[config.mk]
export PLATFORM = sky130hd
export DESIGN_NAME = pgpio_top
export DESIGN_NICKNAME = d
export VERILOG_FILES = /design/src/logic/pgpio_pkg.sv /design/src/logic/pgpio_pad.sv /design/src/logic/pgpio_capture.sv /design/src/logic/pgpio_top.sv
export SDC_FILE = /design/constraint.sdc
export NUM_CORES = 1
export LEC_CHECK = 0
export BUFFER_PORTS_ARGS = -buffer_cell sky130_fd_sc_hd__buf_2
export CAP_MARGIN = 20
export CORE_UTILIZATION = 35
export CTS_CLUSTER_SIZE = 16
export DETAILED_ROUTE_END_ITERATION = 8
export PLACE_DENSITY_LB_ADDON = 0.05
export SKIP_CTS_REPAIR_TIMING = 1
export SLEW_MARGIN = 20
export SYNTH_ARGS = -nofsm -noshare
export SYNTH_HDL_FRONTEND = slang
export SYNTH_SLANG_ARGS = --single-unit
[constraint.sdc]
create_clock -name I_CLK -period 1.68 [get_ports I_CLK]
set_input_delay 0.168 -clock I_CLK [delete_from_list [all_inputs] [get_ports I_CLK]]
set_output_delay 0.168 -clock I_CLK [all_outputs]
set_load 0.02 [all_outputs]
[src/logic/pgpio_pkg.sv]
/*
 * Constants, register map, carrier structs and shared functions of the
 * two-port general-purpose I/O block.
 * Assumes an APB master on the CPU clock and an external bus controller
 * that presents its mode and address on the bus carrier struct.
 */
// Contract
// (RQ1) First-port direction bits 7-0: 0 input high-z, 1 output; bits 15-8 reserved.
// (RQ2) Demultiplexed external bus enabled: first port becomes the full 16-bit address bus.
// (RQ3) Top four first-port high lines feed capture channels twenty-four to twenty-seven.
// (RQ4) Those four capture lines are sampled once every eight clock cycles.
// (RQ5) Capture on the four upper lines keeps working in address bus mode.
// (RQ6) Outside parties drive capture signals only when address output is off.
// (RQ7) Demultiplexed external access drives the 16-bit address as first-port output.
// (RQ8) Multiplexed mode without demultiplexed selection leaves the first port as GPIO.
// (RQ9) Bus mode: bus controller sets direction and latch loads, latch takes address.
// (RQ10) Software must not write the first-port latch during external bus mode.
// (RQ11) Bus modes off: software direction register value becomes active again.
// (RQ12) Second port is 16 lines, each with its own direction.
// (RQ13) Second-port direction bits: 0 high-z input, 1 output.
// (RQ14) Second-port driver-type bits: 0 push-pull, 1 open-drain.
// (RQ15) Second-port data register holds sixteen read/write output latch bits.
// (RQ16) Writing one first-port byte half leaves the other half unchanged.
// (RQ17) Open-drain output drives low for latch 0, releases pin for latch 1.
// (RQ18) Data read returns pin level for inputs, latch contents for outputs.
package pgpio_pkg;

    localparam int unsigned PGPIO_ADDR_W   = 18;
    localparam int unsigned PGPIO_DATA_W   = 32;
    localparam int unsigned PGPIO_PORT_W   = 16;
    localparam int unsigned PGPIO_HALF_W   = 8;
    localparam int unsigned PGPIO_CAP_N    = 4;

    // printed offsets are register indices; byte address is four times the index
    localparam logic [15:0] PGPIO_IDX_PORT1_LOW_DIRECTION  = 16'hF104;
    localparam logic [15:0] PGPIO_IDX_PORT1_HIGH_DIRECTION = 16'hF106;
    localparam logic [15:0] PGPIO_IDX_PORT2_DRIVER_TYPE    = 16'hF1C2;
    localparam logic [15:0] PGPIO_IDX_PORT2_DATA_LATCH     = 16'hFFC0;
    localparam logic [15:0] PGPIO_IDX_PORT2_DIRECTION      = 16'hFFC2;
    localparam logic [15:0] PGPIO_IDX_PORT1_LOW_DATA       = 16'hFF04;
    localparam logic [15:0] PGPIO_IDX_PORT1_HIGH_DATA      = 16'hFF06;
    localparam logic [15:0] PGPIO_IDX_IRQ_STATUS           = 16'hF180;
    localparam logic [15:0] PGPIO_IDX_IRQ_MASK             = 16'hF182;
    localparam logic [15:0] PGPIO_IDX_EDGE_SELECT          = 16'hF184;

    localparam logic [7:0]  PGPIO_RST_HALF_DIR   = 8'h00;
    localparam logic [7:0]  PGPIO_RST_HALF_DATA  = 8'h00;
    localparam logic [15:0] PGPIO_RST_PORT2      = 16'h0000;
    localparam logic [3:0]  PGPIO_RST_IRQ        = 4'h0;
    localparam logic [7:0]  PGPIO_RST_EDGE       = 8'h00;

    // capture lines sit in bits 7-4 of the first-port high half, i.e. lines 15-12
    localparam int unsigned PGPIO_CAP_LSB        = 12;
    // edge select: bits 3-0 rising enables, bits 7-4 falling enables
    localparam int unsigned PGPIO_EDGE_RISE_LSB  = 0;
    localparam int unsigned PGPIO_EDGE_FALL_LSB  = 4;

    localparam int unsigned PGPIO_SAMPLE_CYCLES  = 8;
    localparam logic [2:0]  PGPIO_SAMPLE_LAST    = 3'(PGPIO_SAMPLE_CYCLES - 1);

    typedef struct packed {
        logic                    psel;
        logic                    penable;
        logic                    pwrite;
        logic [PGPIO_ADDR_W-1:0] paddr;
        logic [PGPIO_DATA_W-1:0] pwdata;
    } pgpio_apb_req_type;

    typedef struct packed {
        logic [PGPIO_DATA_W-1:0] prdata;
        logic                    pready;
        logic                    pslverr;
    } pgpio_apb_rsp_type;

    typedef struct packed {
        logic                    ext_en;
        logic                    demux_sel;
        logic                    addr_load;
        logic                    addr_oe;
        logic [PGPIO_PORT_W-1:0] addr;
    } pgpio_bus_type;

    typedef struct packed {
        logic [7:0]              port1_lo_dir;
        logic [7:0]              port1_hi_dir;
        logic [7:0]              port1_lo_latch;
        logic [7:0]              port1_hi_latch;
        logic [15:0]             port2_latch;
        logic [15:0]             port2_dir;
        logic [15:0]             port2_drv;
        logic [3:0]              irq_status;
        logic [3:0]              irq_mask;
        logic [7:0]              edge_sel;
        logic [PGPIO_DATA_W-1:0] prdata;
        logic                    rd_err;
    } pgpio_state_type;

    typedef struct packed {
        logic [2:0]  cnt;
        logic        primed;
        logic [3:0]  sampled;
        logic [3:0]  rise;
        logic [3:0]  fall;
    } pgpio_cap_state_type;

    function automatic logic [15:0] pgpio_read_mix(input logic [15:0] dir,
                                                   input logic [15:0] latch,
                                                   input logic [15:0] pin);
        pgpio_read_mix = (dir & latch) | (~dir & pin);
    endfunction

    function automatic logic pgpio_hit(input logic [PGPIO_ADDR_W-1:0] addr,
                                       input logic [15:0]             idx);
        pgpio_hit = (addr[1:0] == 2'h0) && (addr[PGPIO_ADDR_W-1:2] == idx);
    endfunction

endpackage

[src/logic/pgpio_pad.sv]
/*
 * Output stage of one 16-line port: turns latch, direction and driver type
 * into a pin value and an output enable.
 * Assumes the bench resolves the pin wire from out and oe.
 */
`timescale 1ns/1ns
module pgpio_pad
    import pgpio_pkg::*;
(
    input  wire logic [PGPIO_PORT_W-1:0] i_latch,
    input  wire logic [PGPIO_PORT_W-1:0] i_dir,
    input  wire logic [PGPIO_PORT_W-1:0] i_od,
    output logic      [PGPIO_PORT_W-1:0] o_out,
    output logic      [PGPIO_PORT_W-1:0] o_oe
);

    always_comb begin
        for (int i = 0; i < PGPIO_PORT_W; i++) begin
            if (!i_dir[i]) begin
                o_out[i] = 1'b0;                         // [RQ13] [RQ1]
                o_oe[i]  = 1'b0;
            end else if (i_od[i]) begin
                o_out[i] = 1'b0;                         // [RQ14] [RQ17]
                o_oe[i]  = ~i_latch[i];
            end else begin
                o_out[i] = i_latch[i];                   // [RQ14]
                o_oe[i]  = 1'b1;
            end
        end
    end

endmodule

[src/logic/pgpio_capture.sv]
/*
 * Sampler for the four capture lines: takes a sample every eight clock
 * cycles and reports rising and falling changes between samples.
 * Assumes pin inputs synchronous to the clock; i_ce freezes all state.
 */
`timescale 1ns/1ns
module pgpio_capture
    import pgpio_pkg::*;
(
    input  wire logic                   i_clk,
    input  wire logic                   i_reset_n,
    input  wire logic                   i_ce,
    input  wire logic [PGPIO_CAP_N-1:0] i_lines,
    output logic      [PGPIO_CAP_N-1:0] o_sampled,
    output logic      [PGPIO_CAP_N-1:0] o_rise,
    output logic      [PGPIO_CAP_N-1:0] o_fall
);

    pgpio_cap_state_type st_r;
    pgpio_cap_state_type st_nxt;

    always_comb begin
        st_nxt      = st_r;
        st_nxt.rise = 4'h0;
        st_nxt.fall = 4'h0;
        if (st_r.cnt == PGPIO_SAMPLE_LAST) begin
            st_nxt.cnt     = 3'h0;
            st_nxt.sampled = i_lines;                    // [RQ4]
            st_nxt.primed  = 1'b1;
            // first sample after reset only primes, so no false edge
            if (st_r.primed) begin
                st_nxt.rise = i_lines & ~st_r.sampled;
                st_nxt.fall = ~i_lines & st_r.sampled;
            end
        end else begin
            st_nxt.cnt = st_r.cnt + 3'h1;                // [RQ4]
        end
    end

    always_ff @(posedge i_clk or negedge i_reset_n) begin
        if (!i_reset_n) begin
            st_r <= '0;
        end else if (i_ce) begin
            st_r <= st_nxt;
        end
    end

    assign o_sampled = st_r.sampled;
    assign o_rise    = st_r.rise;
    assign o_fall    = st_r.fall;

endmodule

[src/logic/pgpio_top.sv]
/*
 * Two-port general-purpose I/O block: register file on APB, first-port
 * takeover by the external bus controller, second-port push-pull or
 * open-drain lines, and capture-line change interrupts.
 * Assumes the bus controller drives the bus carrier on the same clock
 * and that pin inputs are already synchronous to I_CLK.
 */
// Design decision made here: the APB register port.
`timescale 1ns/1ns
module pgpio_top
    import pgpio_pkg::*;
(
    input  wire logic                    I_CLK,
    input  wire logic                    I_RESET_N,
    input  wire logic                    I_CE,
    input  wire pgpio_apb_req_type       I_APB,
    output pgpio_apb_rsp_type            O_APB,
    input  wire pgpio_bus_type           I_BUS,
    input  wire logic [PGPIO_PORT_W-1:0] I_PORT1_IN,
    output logic      [PGPIO_PORT_W-1:0] O_PORT1_OUT,
    output logic      [PGPIO_PORT_W-1:0] O_PORT1_OE,
    input  wire logic [PGPIO_PORT_W-1:0] I_PORT2_IN,
    output logic      [PGPIO_PORT_W-1:0] O_PORT2_OUT,
    output logic      [PGPIO_PORT_W-1:0] O_PORT2_OE,
    output logic      [PGPIO_CAP_N-1:0]  O_CAPTURE,
    output logic      [PGPIO_CAP_N-1:0]  O_CAPTURE_EVT,
    output logic                         O_IRQ
);

    pgpio_state_type         st_r;
    pgpio_state_type         st_nxt;

    logic                    takeover;
    logic [PGPIO_PORT_W-1:0] port1_latch;
    logic [PGPIO_PORT_W-1:0] port1_dir_eff;
    logic [PGPIO_PORT_W-1:0] port1_rd;
    logic [PGPIO_PORT_W-1:0] port2_rd;
    logic [PGPIO_CAP_N-1:0]  cap_sampled;
    logic [PGPIO_CAP_N-1:0]  cap_rise;
    logic [PGPIO_CAP_N-1:0]  cap_fall;
    logic [PGPIO_CAP_N-1:0]  cap_events;
    logic                    setup_ph;
    logic                    wr_acc;
    logic [15:0]             wdata16;
    logic                    mapped;

    // multiplexed modes without demux selection leave the port to software
    assign takeover = I_BUS.ext_en && I_BUS.demux_sel;          // [RQ2] [RQ8]

    assign port1_latch = {st_r.port1_hi_latch, st_r.port1_lo_latch};

    // direction registers are never touched by the bus, so they come back as written
    assign port1_dir_eff = takeover ? {PGPIO_PORT_W{I_BUS.addr_oe}} :     // [RQ9]
                                      {st_r.port1_hi_dir, st_r.port1_lo_dir}; // [RQ11]

    assign port1_rd = pgpio_read_mix(port1_dir_eff, port1_latch, I_PORT1_IN);     // [RQ18]
    assign port2_rd = pgpio_read_mix(st_r.port2_dir, st_r.port2_latch, I_PORT2_IN); // [RQ18]

    assign setup_ph = I_APB.psel && !I_APB.penable;
    assign wr_acc   = I_APB.psel && I_APB.penable && I_APB.pwrite && I_CE;
    assign wdata16  = I_APB.pwdata[15:0];

    assign mapped = pgpio_hit(I_APB.paddr, PGPIO_IDX_PORT1_LOW_DIRECTION)
                 || pgpio_hit(I_APB.paddr, PGPIO_IDX_PORT1_HIGH_DIRECTION)
                 || pgpio_hit(I_APB.paddr, PGPIO_IDX_PORT2_DRIVER_TYPE)
                 || pgpio_hit(I_APB.paddr, PGPIO_IDX_PORT2_DATA_LATCH)
                 || pgpio_hit(I_APB.paddr, PGPIO_IDX_PORT2_DIRECTION)
                 || pgpio_hit(I_APB.paddr, PGPIO_IDX_PORT1_LOW_DATA)
                 || pgpio_hit(I_APB.paddr, PGPIO_IDX_PORT1_HIGH_DATA)
                 || pgpio_hit(I_APB.paddr, PGPIO_IDX_IRQ_STATUS)
                 || pgpio_hit(I_APB.paddr, PGPIO_IDX_IRQ_MASK)
                 || pgpio_hit(I_APB.paddr, PGPIO_IDX_EDGE_SELECT);

    // capture sees the pin itself, so address changes trigger it too
    pgpio_capture u_capture (
        .i_clk     (I_CLK),
        .i_reset_n (I_RESET_N),
        .i_ce      (I_CE),
        .i_lines   (I_PORT1_IN[PGPIO_CAP_LSB +: PGPIO_CAP_N]),      // [RQ3] [RQ5]
        .o_sampled (cap_sampled),
        .o_rise    (cap_rise),
        .o_fall    (cap_fall)
    );

    assign cap_events = (cap_rise & st_r.edge_sel[PGPIO_EDGE_RISE_LSB +: PGPIO_CAP_N])
                      | (cap_fall & st_r.edge_sel[PGPIO_EDGE_FALL_LSB +: PGPIO_CAP_N]);

    always_comb begin
        st_nxt = st_r;

        // read data captured in the setup cycle, presented in the access cycle
        if (setup_ph) begin
            st_nxt.rd_err = !mapped;
            st_nxt.prdata = 32'h0000_0000;
            if (!I_APB.pwrite) begin
                if (pgpio_hit(I_APB.paddr, PGPIO_IDX_PORT1_LOW_DIRECTION)) begin
                    st_nxt.prdata[7:0] = st_r.port1_lo_dir;        // [RQ1]
                end
                if (pgpio_hit(I_APB.paddr, PGPIO_IDX_PORT1_HIGH_DIRECTION)) begin
                    st_nxt.prdata[7:0] = st_r.port1_hi_dir;        // [RQ1]
                end
                if (pgpio_hit(I_APB.paddr, PGPIO_IDX_PORT1_LOW_DATA)) begin
                    st_nxt.prdata[7:0] = port1_rd[7:0];            // [RQ18]
                end
                if (pgpio_hit(I_APB.paddr, PGPIO_IDX_PORT1_HIGH_DATA)) begin
                    st_nxt.prdata[7:0] = port1_rd[15:8];           // [RQ18]
                end
                if (pgpio_hit(I_APB.paddr, PGPIO_IDX_PORT2_DATA_LATCH)) begin
                    st_nxt.prdata[15:0] = port2_rd;                // [RQ15] [RQ18]
                end
                if (pgpio_hit(I_APB.paddr, PGPIO_IDX_PORT2_DIRECTION)) begin
                    st_nxt.prdata[15:0] = st_r.port2_dir;          // [RQ12]
                end
                if (pgpio_hit(I_APB.paddr, PGPIO_IDX_PORT2_DRIVER_TYPE)) begin
                    st_nxt.prdata[15:0] = st_r.port2_drv;
                end
                if (pgpio_hit(I_APB.paddr, PGPIO_IDX_IRQ_STATUS)) begin
                    st_nxt.prdata[3:0] = st_r.irq_status;
                end
                if (pgpio_hit(I_APB.paddr, PGPIO_IDX_IRQ_MASK)) begin
                    st_nxt.prdata[3:0] = st_r.irq_mask;
                end
                if (pgpio_hit(I_APB.paddr, PGPIO_IDX_EDGE_SELECT)) begin
                    st_nxt.prdata[7:0] = st_r.edge_sel;
                end
            end
        end

        if (wr_acc) begin
            // reserved bits 15-8 are dropped
            if (pgpio_hit(I_APB.paddr, PGPIO_IDX_PORT1_LOW_DIRECTION)) begin
                st_nxt.port1_lo_dir = wdata16[7:0];                // [RQ1] [RQ16]
            end
            if (pgpio_hit(I_APB.paddr, PGPIO_IDX_PORT1_HIGH_DIRECTION)) begin
                st_nxt.port1_hi_dir = wdata16[7:0];                // [RQ1] [RQ16]
            end
            // bus owns the latch while it has the port; software writes are lost
            if (!takeover && pgpio_hit(I_APB.paddr, PGPIO_IDX_PORT1_LOW_DATA)) begin
                st_nxt.port1_lo_latch = wdata16[7:0];              // [RQ16] [RQ10]
            end
            if (!takeover && pgpio_hit(I_APB.paddr, PGPIO_IDX_PORT1_HIGH_DATA)) begin
                st_nxt.port1_hi_latch = wdata16[7:0];              // [RQ16] [RQ10]
            end
            if (pgpio_hit(I_APB.paddr, PGPIO_IDX_PORT2_DATA_LATCH)) begin
                st_nxt.port2_latch = wdata16;                      // [RQ15]
            end
            if (pgpio_hit(I_APB.paddr, PGPIO_IDX_PORT2_DIRECTION)) begin
                st_nxt.port2_dir = wdata16;                        // [RQ12] [RQ13]
            end
            if (pgpio_hit(I_APB.paddr, PGPIO_IDX_PORT2_DRIVER_TYPE)) begin
                st_nxt.port2_drv = wdata16;                        // [RQ14]
            end
            if (pgpio_hit(I_APB.paddr, PGPIO_IDX_IRQ_MASK)) begin
                st_nxt.irq_mask = wdata16[3:0];
            end
            if (pgpio_hit(I_APB.paddr, PGPIO_IDX_EDGE_SELECT)) begin
                st_nxt.edge_sel = wdata16[7:0];
            end
            if (pgpio_hit(I_APB.paddr, PGPIO_IDX_IRQ_STATUS)) begin
                st_nxt.irq_status = st_r.irq_status & ~wdata16[3:0];
            end
        end

        // new events win over a same-cycle clear
        st_nxt.irq_status = st_nxt.irq_status | cap_events;

        // alternate address replaces internal bus at the latch input
        if (takeover && I_BUS.addr_load) begin
            st_nxt.port1_lo_latch = I_BUS.addr[7:0];               // [RQ7] [RQ9]
            st_nxt.port1_hi_latch = I_BUS.addr[15:8];              // [RQ2] [RQ7]
        end
    end

    always_ff @(posedge I_CLK or negedge I_RESET_N) begin
        if (!I_RESET_N) begin
            st_r.port1_lo_dir   <= PGPIO_RST_HALF_DIR;
            st_r.port1_hi_dir   <= PGPIO_RST_HALF_DIR;
            st_r.port1_lo_latch <= PGPIO_RST_HALF_DATA;
            st_r.port1_hi_latch <= PGPIO_RST_HALF_DATA;
            st_r.port2_latch    <= PGPIO_RST_PORT2;
            st_r.port2_dir      <= PGPIO_RST_PORT2;
            st_r.port2_drv      <= PGPIO_RST_PORT2;
            st_r.irq_status     <= PGPIO_RST_IRQ;
            st_r.irq_mask       <= PGPIO_RST_IRQ;
            st_r.edge_sel       <= PGPIO_RST_EDGE;
            st_r.prdata         <= 32'h0000_0000;
            st_r.rd_err         <= 1'b0;
        end else if (I_CE) begin
            st_r <= st_nxt;
        end
    end

    // first port has no open-drain option
    pgpio_pad u_pad_port1 (
        .i_latch (port1_latch),
        .i_dir   (port1_dir_eff),
        .i_od    (16'h0000),
        .o_out   (O_PORT1_OUT),
        .o_oe    (O_PORT1_OE)
    );

    pgpio_pad u_pad_port2 (
        .i_latch (st_r.port2_latch),
        .i_dir   (st_r.port2_dir),
        .i_od    (st_r.port2_drv),
        .o_out   (O_PORT2_OUT),
        .o_oe    (O_PORT2_OE)
    );

    // a frozen clock enable also holds off bus transfers
    assign O_APB.pready  = I_CE;
    assign O_APB.prdata  = st_r.prdata;
    assign O_APB.pslverr = I_APB.psel && I_APB.penable && st_r.rd_err;

    assign O_CAPTURE     = cap_sampled;                            // [RQ3]
    assign O_CAPTURE_EVT = cap_events;
    assign O_IRQ         = |(st_r.irq_status & st_r.irq_mask);

endmodule

== After elaboration in Yosys (flattened, before gate mapping) ==
Cells that the tools add are included.
Cells by class
  reductions and logical operators: 47
  bitwise logic cells: 35
  multiplexer cells: 121
  eq/ne operators: 11
  $add $sub $neg: 1
Operators with widths (number)
  $eq 16x16->1 const B: 10
  $mux 16: 9
  $mux 1: 96
  $mux 8: 10
  $mux 80: 1
  $and 16x16->16: 4
  $not 16->16: 2
  $or 16x16->16: 2
  $reduce_and 3->1: 9
  $and 4x4->4: 6
  $logic_and 1x1->1: 19
  $mux 4: 4
  $not 1->1: 16
  $not 4->4: 3
  $logic_or 1x1->1: 9
  $or 4x4->4: 2
  $reduce_bool 2->1: 3
  $reduce_and 2->1: 2
  $reduce_or 4->1: 1
  $add 3x1->3 const B: 1
  $eq 3x3->1 const B: 1
  $logic_not 1->1: 3
  $mux 3: 1
  $logic_not 2->1: 1
Word-level totals
  word-level logic and storage cells: 232
  flip-flop bits (word level): 129

== Longest topological paths before layout ==
Gate-level depths: netlist of the first run.
  depth in word-level cells: 14
  depth in mapped cells: 8
  depth with buffers taken out: 6

== Cells and area by module ==
Synthesis of the first run repeated with hierarchy kept, for this count alone.
Second synthesis, totals
  cells, all modules: 737
  area total of the unflattened synthesis: 7764.9 µm²
By module, submodules not included
  pgpio_top: cells each 605, times used 1, area each 6388.6 µm², sequential area each 2827.7 µm²
  pgpio_capture: cells each 68, times used 1, area each 855.8 µm², sequential area each 400.4 µm²
  pgpio_pad: cells each 32, times used 2, area each 260.2 µm², sequential area each 0.0 µm²

== Worst setup path before layout of the first run ==
OpenSTA, ideal clock, no wires.
  path type: input to register
  start point: in I_APB[33] (netlist bit)
  end point: reg st_r[86] (netlist bit)
  arrival time: 1909 ps
  stages on the path: 6
  path slack: -354 ps
  data required time: 1555 ps
  buffers on the path: 1
  library setup time: 125 ps
  cells stage by stage: or2_2 > nor4_4 > nand2_1 > nor2_2 > buf_4 > mux2_2
On the way
  longest elaborated chain between the ends: 3
RTL lines
  start, declared: line pgpio_top.sv:16  | input wire pgpio_apb_req_type I_APB,
  $logic_not 2->1: line pgpio_pkg.sv:114  | pgpio_hit = (addr[1:0] == 2'h0) && (addr[PGPIO_ADDR_W-1:2] == idx);
  $logic_and 1x1->1: line pgpio_pkg.sv:114
  $reduce_and 3->1 (no line)
  end signal, assigned: line pgpio_top.sv:189  | st_r <= st_nxt;
  end, declared: line pgpio_top.sv:30  | pgpio_state_type st_r;
No other way between the ends.
A chain may end at the register's enable or synchronous reset.

== Worst setup path in the final report of the first run ==
  start point: in I_BUS[19] (netlist bit)
  end point: out O_PORT1_OUT[6]
On the way
  longest elaborated chain between the ends: 3
RTL lines
  start, declared: line pgpio_top.sv:18  | input wire pgpio_bus_type I_BUS,
  $logic_and 1x1->1: line pgpio_top.sv:48  | assign takeover = I_BUS.ext_en && I_BUS.demux_sel;
  $mux 16: line pgpio_top.sv:53  | assign port1_dir_eff = takeover ? {PGPIO_PORT_W{I_BUS.addr_oe}} :
  $mux 1: line pgpio_pad.sv:19  | if (!i_dir[i]) begin
  end, declared: line pgpio_top.sv:20  | output logic [PGPIO_PORT_W-1:0] O_PORT1_OUT,
No other way between the ends.

==> run_results.csv, run 1 <==
group,metric,value,unit
run_status,outcome,"complete, no violations",
clock_network,cts_buffers,17,
placed_design,placedInstanceArea,0.009250,mm2
pwr,p_per_area,813.2,mW/mm2
timing,tightestPinTransition,0.6026,ns
global_route,antenna_violations_before_repair,0,
final_layout,mostFrequentLayoutCells,"sky130_fd_sc_hd__buf_2, sky130_fd_sc_hd__dfrtp_1, sky130_fd_sc_hd__buf_4",
final_layout,post_route_cells_drive_above_1_share,0.4548,
setup_path,critPathSlowestCell,"sky130_fd_sc_hd__and3_2",
route,wirelength,24530,um
final_layout,layoutNonFillerInstCount,1266,
synthesis,yosys_warnings,0,
timing,report.final.slew_viol_count,0,
floorplan,die_w,146.3,um
timing,hold_viol_final,0,
synthesis,synth-main-ff-cell,"sky130_fd_sc_hd__dfrtp_1",
synthesis,synth_enable_flop_cells,0,
clock_network,cts_htree_levels,4,
clock_network,clock_tree.buffer_depth,2,
timing,layout_setup_ws,0.02649,ns
final_layout,num_antenna_cells,0,
pwr,netSwitchingFraction,0.2836,
route,detailedRoute.firstIterationViolations,311,
final_layout,fin_nets,1093,
timing,slew_headroom,0.5949,
placed_design,gp_routability_congestion,0.8751,
clock_network,cts_tree,"yes",
route,firstDrtPassIters,5,
final_layout,syn_to_final_growth,36.49,%
setup_path,worstPathArrival,1.49,ns
setup_path,setup.worst_path.class,"input pin to output port",
pwr,total_power,8.091,mW
global_route,gr-total-overflow,0,
hold_path,hold_path_depth,2,
synthesis,yosys.area.top_type_share,0.4428,
global_route,grt_max_degree,64,
final_layout,final_design_area_no_fill,0.009950,mm2
synthesis,ys_seq_elements,129,
pwr,share_comb_of_total_power,0.144,
pwr,max-vdd-ir-drop,0.0006317,V
setup_path,critical_path.endpoint_type,"output port",
global_route,grt_first_pass_wirelength,37870,um
global_route,via_count_of_the_first_global_routing_pass,6678,
floorplan,die_h,146.3,um
hold_path,min_to,"st_r[92]",
route,wire_per_inst,19.38,um
clock_network,latest_clock_arrival_within_the_worst_skew_pair,0.42,ns
clock_network,clk_transition_reported_paths,0.06,ns
setup_path,regToRegEndpoint,"O_APB[6]",
clock_network,clock_root_buffer,"sky130_fd_sc_hd__clkbuf_16",
global_route,grt_use_total,0.2329,
synthesis,synthArstFlopShare,1.000,
setup_path,critPathMaxStageDelay,0.28,ns
flow_run,max-cap-violations,0,
floorplan,num_rows,52,
setup_path,worstPathMaxFanout,10,
route,routed-via-count,6658,
pwr,internal-power,5.796,mW
timing,grt_setup_unrepaired,"true",
pwr,cellLeakagePower,5.102,nW
timing,post-route-period-util,0.9842,
setup_path,critical_path_required,1.51,ns
placed_design,port_buffers,182,
clock_network,cts.sinks,129,
setup_path,reg2reg_depth,5,
setup_path,cp_cell_sequence,"buf_2 -> and3_2 -> buf_4 -> buf_12 -> a21oi_2 -> nand2b_1 -> buf_4 -> inv_1 -> buf_2",
synthesis,syn-instance-count,717,
synthesis,synth_top_area_cell,"sky130_fd_sc_hd__dfrtp_1",
placed_design,placed_cells,1226,
hold_path,holdCritStartpoint,"I_APB[11]",
floorplan,die_area,0.02141,mm2
pwr,netSwitchingPower,2.295,mW
route,detail_route.vias_per_cell,5.259,
setup_path,worst-r2r-setup-slack,0.07,ns
final_layout,leading_cell_type_in_the_layout_fill_and_taps_excluded,"sky130_fd_sc_hd__buf_2",
synthesis,post_synth_instance_area,0.007289,mm2
timing,finalSetupViolCount,0,
setup_path,r2r_start,"st_r[125]",
route,antenna_left,0,
timing,final_period_minus_worst_setup_slack,1.654,ns
placed_design,post-place-ws,-0.4266,ns
placed_design,dp_hpwl,18770,um
setup_path,critical_path.startpoint_type,"input pin",
route,remaining_drc_errors,0,
timing,final.setup_skew,0.01228,ns
floorplan,floorplan.core_area,0.02030,mm2
synthesis,biggest_area_contributors_in_the_synthesized_netlist,"sky130_fd_sc_hd__dfrtp_1, sky130_fd_sc_hd__mux2_2, sky130_fd_sc_hd__buf_4, sky130_fd_sc_hd__a21oi_1, sky130_fd_sc_hd__nand2_1",
synthesis,post_synth_num_cell_types,59,
pwr,sequentialPowerShare,0.426,
hold_path,hold_path.class,"input pin to flop",
floorplan,design.portCount,215,
timing,achievable-frequency,604.8,MHz
pwr,power_frac_clock,0.430,
floorplan,initial_core_util,0.3591,
synthesis,sequential_area_share_after_synthesis,0.4428,
synthesis,syn_avg_cell_area,10.17,um2
[layer usage]
layer / vias to the layer above / part of all wire / track usage
met1: 3311 / 0.46 / 0.3096
met5: - / 0 / 0
met2: 224 / 0.48 / 0.3821
met3: 25 / 0.051 / 0.04969
li1: 3098 / - / -
met4: 0 / 0.013 / 0.06406
[cells in the mapped netlist, drive strengths merged, types with 2 or more instances]
| cell | number |
|---|---|
| dfrtp | 129 |
| mux2 | 88 |
| nand2 | 53 |
| buf | 48 |
| a21oi | 45 |
| nor2 | 41 |
| o21ai | 35 |
| inv | 29 |
| a22oi | 22 |
| clkbuf | 22 |
| a21boi | 17 |
| nor2b | 16 |
| a21o | 15 |
| nand3 | 15 |
| nor3 | 15 |
| a221oi | 12 |
| nand2b | 11 |
| a22o | 10 |
| and2 | 8 |
| mux2i | 7 |
| o221ai | 7 |
| a221o | 6 |
| and3 | 6 |
| nor4 | 6 |
| or3 | 6 |
| nand4 | 5 |
| nand4b | 5 |
| o22ai | 5 |
| o22a | 4 |
| a211oi | 3 |
| nor4b | 3 |
| a31oi | 2 |
| and3b | 2 |
| ha | 2 |
| nand3b | 2 |
| nand4bb | 2 |
| nor3b | 2 |
| or2 | 2 |
[final cells by class]
cell class,count,area [um2]
multi-input combinational,504,3821
fill,1941,10350
sequential,129,3228
tap,270,337.8
timing repair buffer,302,1897
clock inverter,12,100.1
inverter,29,108.9
clock buffer,20,456.7
[flip-flops by register name, indices dropped and copies added, names as in the netlist]
signal and cells:
u_capture.st_r 4, u_capture.o_sampled 4, u_capture.o_fall 4, u_capture.o_rise 4
O_APB 16, port1_latch 16, st_r 81
[metrics by stage]
| stage | util | hold WS (ns) | setup TNS, ns |
|---|---|---|---|
| after floorplan | - | -0.1276 | -9.892 |
| after global placement | 0.4557 | 0.09324 | -28.71 |
| after detailed placement | 0.4557 | 0.1002 | -29.10 |
| after CTS | 0.4831 | -0.3587 | -0.2886 |
| after global routing | 0.4901 | 0.004268 | -0.2030 |
| final | 0.4901 | 0.007758 | 0 |
[worst max path at each step]
stage              start              end  slack (ns)
6_report       I_BUS[19]   O_PORT1_OUT[6]        0.03
5_1_grt        I_BUS[19]   O_PORT1_OUT[6]       -0.04
3_5_place_dp   I_APB[33]  port1_latch[13]       -0.43
3_3_place_gp   I_APB[33]   port1_latch[9]       -0.44
2_1_floorplan  I_APB[36]         st_r[71]       -0.21
4_1_cts        I_BUS[19]   O_PORT1_OUT[6]       -0.08
[cells by family after synthesis]
family / share of synthesized area
AO/OA/AOI/OAI: 0.1740
adder cells (fa/ha/maj): 0.003432
buffers and inverters: 0.07432
flip-flops: 0.4428
multiplexers: 0.1507
other: 0.0005144
AND/OR/NAND/NOR: 0.1541
[power by group through the flow]
stage | logic [mW] | clock network (mW) | registers [mW]
finish | 1.16 | 3.48 | 3.45
detailed placement | 1.16 | 0 | 3.51
CTS | 1.16 | 3.57 | 3.45
floorplan | 0.728 | 0 | 3.45
global route | 1.27 | 3.70 | 3.48
global placement | 1.12 | 0 | 3.49
[critical path: cells and delay by family]
family	cells	cell delay (ns)
and+or+nand+nor	2	0.44
buffers and inverters	6	0.71
AOI/OAI and AO/OA	1	0.16
Note: power is estimated with default switching activity, not from simulation.
==> run 2: changes to the inputs <==
- SETUP_SLACK_MARGIN: not set -> 0.2
==> run 2 against run 1 <==
Compared with the run above:
- sequential share of layout area fell by 3.7 points
- via count grew 1.0%
- largest power group unchanged
- clock skew decreased by 0.0032 ns
- sequential power hardly changed
- wire length increased by 2.2%
- die area unchanged
- worst hold slack improved by 0.0044 ns
==> run_results.csv, run 2 (synthesis gave the netlist of run 1 again) <==
group,metric,value,unit
run_status,outcome,"complete, no violations",
global_route,grt_max_degree,41,
route,dr_wl_met3,1240,um
route,top_layer_used,"met4",
final_layout,post_route_cells_drive_above_1_share,0.5644,
timing,hold_viol_final,0,
final_layout,fill_cells,1817,
final_layout,syn_to_final_growth,54.32,%
route,drt-met1-wl,11290,um
route,routed-via-count,6726,
route,detail_route.vias_per_cell,5.162,
placed_design,port_buffers,182,
timing,post-route-period-util,0.9597,
timing,final.setup_skew,0.009073,ns
floorplan,floorplan.core_area,0.02030,mm2
hold_path,hold_path.class,"input pin to flop",
setup_path,worstPathMaxFanout,3,
route,remaining_drc_errors,0,
timing,tightestPinTransition,0.6177,ns
final_layout,final_core_util,0.5542,
floorplan,design.portCount,215,
global_route,via_count_of_the_first_global_routing_pass,6676,
hold_path,holdCritStartpoint,"I_APB[9]",
final_layout,flip_flop_count_of_the_largest_register_all_copies_and_words_added,81,
setup_path,cp_cell_sequence,"a21o_4 -> and2_4 -> buf_6 -> buf_6",
clock_network,cts_htree_levels,4,
floorplan,die_area,0.02141,mm2
clock_network,cts_buffers,17,
pwr,p_per_area,772.3,mW/mm2
setup_path,setup.worst_path.class,"flop to output port",
final_layout,fin_nets,1130,
global_route,grt_use_total,0.2276,
setup_path,critical_path_required,1.51,ns
setup_path,worst_setup_path_startpoint,"st_r[123]",
route,detailedRoute.firstIterationViolations,311,
final_layout,top_register,"st_r",
setup_path,cp_num_buf_inv,2,
clock_network,cts.sinks,129,
clock_network,latest_clock_arrival_within_the_worst_skew_pair,0.42,ns
clock_network,clock_root_buffer,"sky130_fd_sc_hd__clkbuf_16",
final_layout,num_antenna_cells,0,
floorplan,initial_core_util,0.3591,
placed_design,gp_routability_congestion,0.8483,
route,wirelength,25080,um
setup_path,delay_heaviest_family_cp,"flip-flops",
floorplan,die_w,146.3,um
timing,slew_headroom,0.5882,
placed_design,placedInstanceArea,0.009487,mm2
final_layout,final_design_area_no_fill,0.01125,mm2
setup_path,r2r_start,"st_r[125]",
route,firstDrtPassIters,4,
final_layout,mostFrequentLayoutCells,"sky130_fd_sc_hd__buf_2, sky130_fd_sc_hd__dfrtp_1, sky130_fd_sc_hd__buf_4",
setup_path,critical_path.startpoint_type,"flop",
timing,final_period_minus_worst_setup_slack,1.612,ns
pwr,max-vdd-ir-drop,0.0006683,V
timing,grt_setup_unrepaired,"true",
flow_run,max-cap-violations,0,
setup_path,worstPathArrival,1.44,ns
placed_design,dp_hpwl,18210,um
setup_path,critical_path.most_common_cell,"sky130_fd_sc_hd__buf_6",
clock_network,clk_transition_reported_paths,0.07,ns
timing,finalSetupViolCount,0,
timing,achievable-frequency,620.2,MHz
setup_path,critPathMaxStageDelay,0.40,ns
route,wire_per_inst,19.25,um
setup_path,critPathSlowestCell,"sky130_fd_sc_hd__dfrtp_1",
setup_path,critical_path.endpoint_type,"output port",
floorplan,die_h,146.3,um
global_route,gr-total-overflow,0,
clock_network,clock_tree.buffer_depth,2,
floorplan,num_rows,52,
clock_network,cts_tree,"yes",
global_route,grt_first_pass_wirelength,37580,um
pwr,cellLeakagePower,5.539,nW
global_route,antenna_violations_before_repair,0,
final_layout,leading_cell_type_in_the_layout_fill_and_taps_excluded,"sky130_fd_sc_hd__buf_2",
timing,report.final.slew_viol_count,0,
route,wl_met2,12150,um
route,antenna_left,0,
==> run 2: cell count changes in the layout (fill, tap and decap cells not counted), sizes merged <==
cell	previous run	this run
buf	299	333
clkbuf	20	23
bufinv	0	3
clkinv	3	5
inv	35	33
dlygate4sd3	3	1
clkinvlp	3	2
==> run 2: power by group <==
part / internal (mW) / total (mW) / switching, mW
logic: 0.616 / 1.33 / 0.716
registers: 3.30 / 3.47 / 0.169
clock network: 2.36 / 3.89 / 1.53
==> run 2: per-layer routing <==
metal / global-route usage / vias to the layer above
met4: 0.06927 / 0
met3: 0.04281 / 27
met5: 0 / -
met2: 0.3695 / 207
li1: - / 3168
met1: 0.3071 / 3324
==> run 2: cell type report <==
cell class / count / area, um2 / area share
multi-input combinational: 504 / 4367 / 0.3882
clock inverter: 14 / 178.9 / 0.01590
timing repair buffer: 339 / 2600 / 0.2311
clock buffer: 18 / 429.2 / 0.03815
inverter: 29 / 108.9 / 0.009676
tap: 270 / 337.8 / 0.03003
sequential: 129 / 3228 / 0.2870
==> run 2: worst register-to-register path: stages (launching register included) <==
cell and delay [ns]:
sky130_fd_sc_hd__dfrtp_1 0.41, sky130_fd_sc_hd__a21oi_2 0.22, sky130_fd_sc_hd__mux2_4 0.33, sky130_fd_sc_hd__o221ai_2 0.24, sky130_fd_sc_hd__o31ai_2 0.11, sky130_fd_sc_hd__a21o_1 0.18
==> run 2: path summary, 6_finish.rpt <==
path | to | slack [ns] | cells past startpoint
worst max-delay path | O_PORT1_OUT[2] | 0.07 | 4
worst min-delay path | st_r[90] | 0.01 | 2
worst max register to register | O_APB[6] | 0.09 | 5
worst min register to register | u_capture.st_r[12] | 0.46 | 1
max in group asynchronous | st_r[88] | 0.74 | 3
min in group asynchronous | st_r[82] | 0.30 | 2
==> run 2: per-stage QoR <==
step                worst slack [ns]  hold slack, ns  TNS [ns]  std cells  total power [mW]
global route                0.005908        0.001282         0       1303             9.024
detailed placement           -0.4134          0.2187    -27.96       1238             4.659
CTS                         -0.05843         -0.2272  -0.09817       1270             8.560
floorplan                    -0.2100         -0.1276    -10.33        732             4.184
global placement             -0.3991          0.2232    -26.38       1238             4.624
finish                       0.06772         0.01218         0       1303             8.688
==> run 3: changes to the inputs <==
- ABC_AREA: not set -> 1
==> run 3 against run 2 <==
Compared with the run above:
- the run now ends with negative hold slack left
- clock power is 4% lower
- sequential cell count stayed put
- first-iteration DRC count is 39% higher
- count of clock-buffer cells in the layout is 2 higher
- die area is 2.3% higher
- critical endpoint is now O_PORT1_OUT[4]
- via count is 9.1% higher
- wire length is 0.57% higher
- non-clock buffer count is 61 lower
==> run_results.csv, run 3 <==
group,metric,value,unit
run_status,outcome,"finished with violations",
run_status,failed_checks,"negative hold slack",
setup_path,critPathMaxStageDelay,0.39,ns
placed_design,post-place-ws,-0.1040,ns
hold_path,hold_path.class,"input pin to flop",
timing,final.setup_skew,0.007924,ns
setup_path,critical_path_required,1.51,ns
synthesis,yosys_warnings,0,
synthesis,synthArstFlopShare,1.000,
floorplan,die_w,148.0,um
setup_path,critical_path.endpoint_type,"output port",
floorplan,floorplan.core_area,0.02096,mm2
final_layout,final_core_util,0.4809,
placed_design,dp_hpwl,19260,um
timing,grt_setup_unrepaired,"true",
route,antenna_left,0,
clock_network,clock_root_buffer,"sky130_fd_sc_hd__clkbuf_16",
final_layout,syn_to_final_growth,35.04,%
timing,hold_viol_final,1,
final_layout,leading_cell_type_in_the_layout_fill_and_taps_excluded,"sky130_fd_sc_hd__nand2_1",
timing,holdWs,-0.002172,ns
floorplan,initial_core_util,0.3561,
route,detail_route.vias_per_cell,4.810,
floorplan,die_h,148.0,um
synthesis,synth_common_cells,"sky130_fd_sc_hd__nand2_1, sky130_fd_sc_hd__dfrtp_1, sky130_fd_sc_hd__inv_1",
synthesis,syn-instance-count,994,
route,firstDrtPassIters,5,
setup_path,worstPathMaxFanout,3,
setup_path,setup.worst_path.class,"flop to output port",
global_route,grt_use_total,0.2359,
setup_path,cp_cell_sequence,"o21ai_1 -> buf_4 -> nor2_1 -> buf_2",
setup_path,worstPathArrival,1.38,ns
global_route,via_count_of_the_first_global_routing_pass,6924,
setup_path,critical_path.startpoint_type,"flop",
timing,slew_headroom,0.6589,
clock_network,cts_tree,"yes",
final_layout,fin_nets,1347,
clock_network,clock_tree.buffer_depth,2,
setup_path,reg2reg_depth,12,
timing,finalSetupViolCount,0,
route,detailedRoute.firstIterationViolations,433,
setup_path,critPathSlowestCell,"sky130_fd_sc_hd__dfrtp_1",
final_layout,flip_flop_count_of_the_largest_register_all_copies_and_words_added,81,
route,wire_per_inst,16.54,um
synthesis,post_synth_instance_area,0.007462,mm2
pwr,p_per_area,853.2,mW/mm2
synthesis,synth_enable_flop_cells,0,
pwr,max-vdd-ir-drop,0.0005587,V
placed_design,gp_routability_congestion,0.8425,
hold_path,hold_path_depth,3,
clock_network,latest_clock_arrival_within_the_worst_skew_pair,0.42,ns
timing,report.final.slew_viol_count,0,
timing,final_period_minus_worst_setup_slack,1.543,ns
synthesis,ys_seq_elements,129,
timing,post-route-period-util,0.9187,
final_layout,num_antenna_cells,0,
clock_network,cts_htree_levels,4,
clock_network,cts.sinks,129,
synthesis,yosys.cell_count.top_type,"sky130_fd_sc_hd__nand2_1",
synthesis,synth-main-ff-cell,"sky130_fd_sc_hd__dfrtp_1",
timing,layout_setup_ws,0.1365,ns
route,remaining_drc_errors,0,
pwr,cellLeakagePower,5.449,nW
final_layout,post_route_cells_drive_above_1_share,0.3312,
global_route,gr-total-overflow,0,
floorplan,die_area,0.02191,mm2
clock_network,clk_transition_reported_paths,0.06,ns
synthesis,yosys.area.top_type_share,0.4326,
synthesis,sequential_area_share_after_synthesis,0.4326,
synthesis,synth_top_area_cell,"sky130_fd_sc_hd__dfrtp_1",
placed_design,port_buffers,182,
timing,achievable-frequency,647.9,MHz
floorplan,design.portCount,215,
final_layout,mostFrequentLayoutCells,"sky130_fd_sc_hd__nand2_1, sky130_fd_sc_hd__buf_2, sky130_fd_sc_hd__dfrtp_1",
flow_run,max-cap-violations,0,
route,wirelength,25220,um
synthesis,syn_avg_cell_area,7.507,um2
global_route,antenna_violations_before_repair,0,
route,routed-via-count,7336,
synthesis,biggest_area_contributors_in_the_synthesized_netlist,"sky130_fd_sc_hd__dfrtp_1, sky130_fd_sc_hd__nand2_1, sky130_fd_sc_hd__inv_1, sky130_fd_sc_hd__o21ai_0, sky130_fd_sc_hd__nor2_1",
global_route,grt_first_pass_wirelength,38640,um
final_layout,top_register,"st_r",
synthesis,post_synth_num_cell_types,45,
clock_network,cts_buffers,17,
floorplan,num_rows,53,
timing,tightestPinTransition,0.5117,ns
global_route,grt_max_degree,61,
[run 3: cell count changes in the layout (fill, tap and decap cells not counted), sizes merged, moves of 14 or more]
cell / delta
nand2: +221
mux2: -88
inv: +87
nor2: +70
o21ai: +70
nand3: +59
buf: -57
a22oi: -22
a21oi: -16
nor2b: -16
a21o: -15
a31oi: +14
[run 3: path summary, 6_finish.rpt]
| check | from | endpoint | slack, ns |
|---|---|---|---|
| setup / recovery | st_r[125] | O_PORT1_OUT[4] | 0.14 |
| hold / removal | I_PORT1_IN[12] | u_capture.o_sampled[0] | -0.002 |
| setup reg to reg | st_r[124] | O_APB[5] | 0.17 |
| hold reg to reg | u_capture.st_r[13] | u_capture.st_r[13] | 0.47 |
| max in group asynchronous | I_RESET_N | st_r[74] | 0.89 |
| min in group asynchronous | I_RESET_N | u_capture.st_r[14] | 0.09 |
[run 3: layout make-up]
type	instances	area (um2)
Inverter	121	462.9
Clock buffer	20	466.7
Multi-Input combinational cell	690	3530
Tap cell	275	344.1
Sequential cell	129	3229
Fill cell	2194	10880
Timing Repair Buffer	278	1914
Clock inverter	12	130.1
[run 3: kinds of logic (layout without fill, tap and decap cells)]
group,after synthesis,in the layout,synth area share
other cells,1,16,0.0005025
flops,129,129,0.4326
buf+inv,190,431,0.1286
compound gates,193,193,0.1539
simple gates,479,479,0.2810
fa+ha+maj,2,2,0.003353
[run 3: layer usage]
metal,vias up,wire length [um],GRT usage
li1,3675,-,-
met1,3455,12200,0.3360
met2,187,11630,0.3702
met3,19,1084,0.03580
met4,0,301,0.06598
met5,-,0,0
[run 3: worst max-delay path, delay by kind of cell (launching register included)]
kind                   cells  cell delay [ns]
AOI/OAI and AO/OA          1             0.22
DFF                        1             0.39
buffers and inverters      2             0.30
and+or+nand+nor            1             0.04
[run 3: per-stage QoR]
step	setup TNS, ns	power, mW	instances	instance area (um2)
final	0	8.598	1525	10080
after global routing	0	9.006	1525	10080
after CTS	-0.1501	8.535	1502	9523
after detailed placement	-2.324	4.759	1470	8926
after global placement	-1.701	4.754	1470	8926
after floorplan	0	4.258	1009	7518
[run 3: report_power, final]
group	total [mW]	internal, mW	switching, mW
Clock	3.73	2.30	1.43
Combinational	1.36	0.518	0.843
Sequential	3.51	3.33	0.178
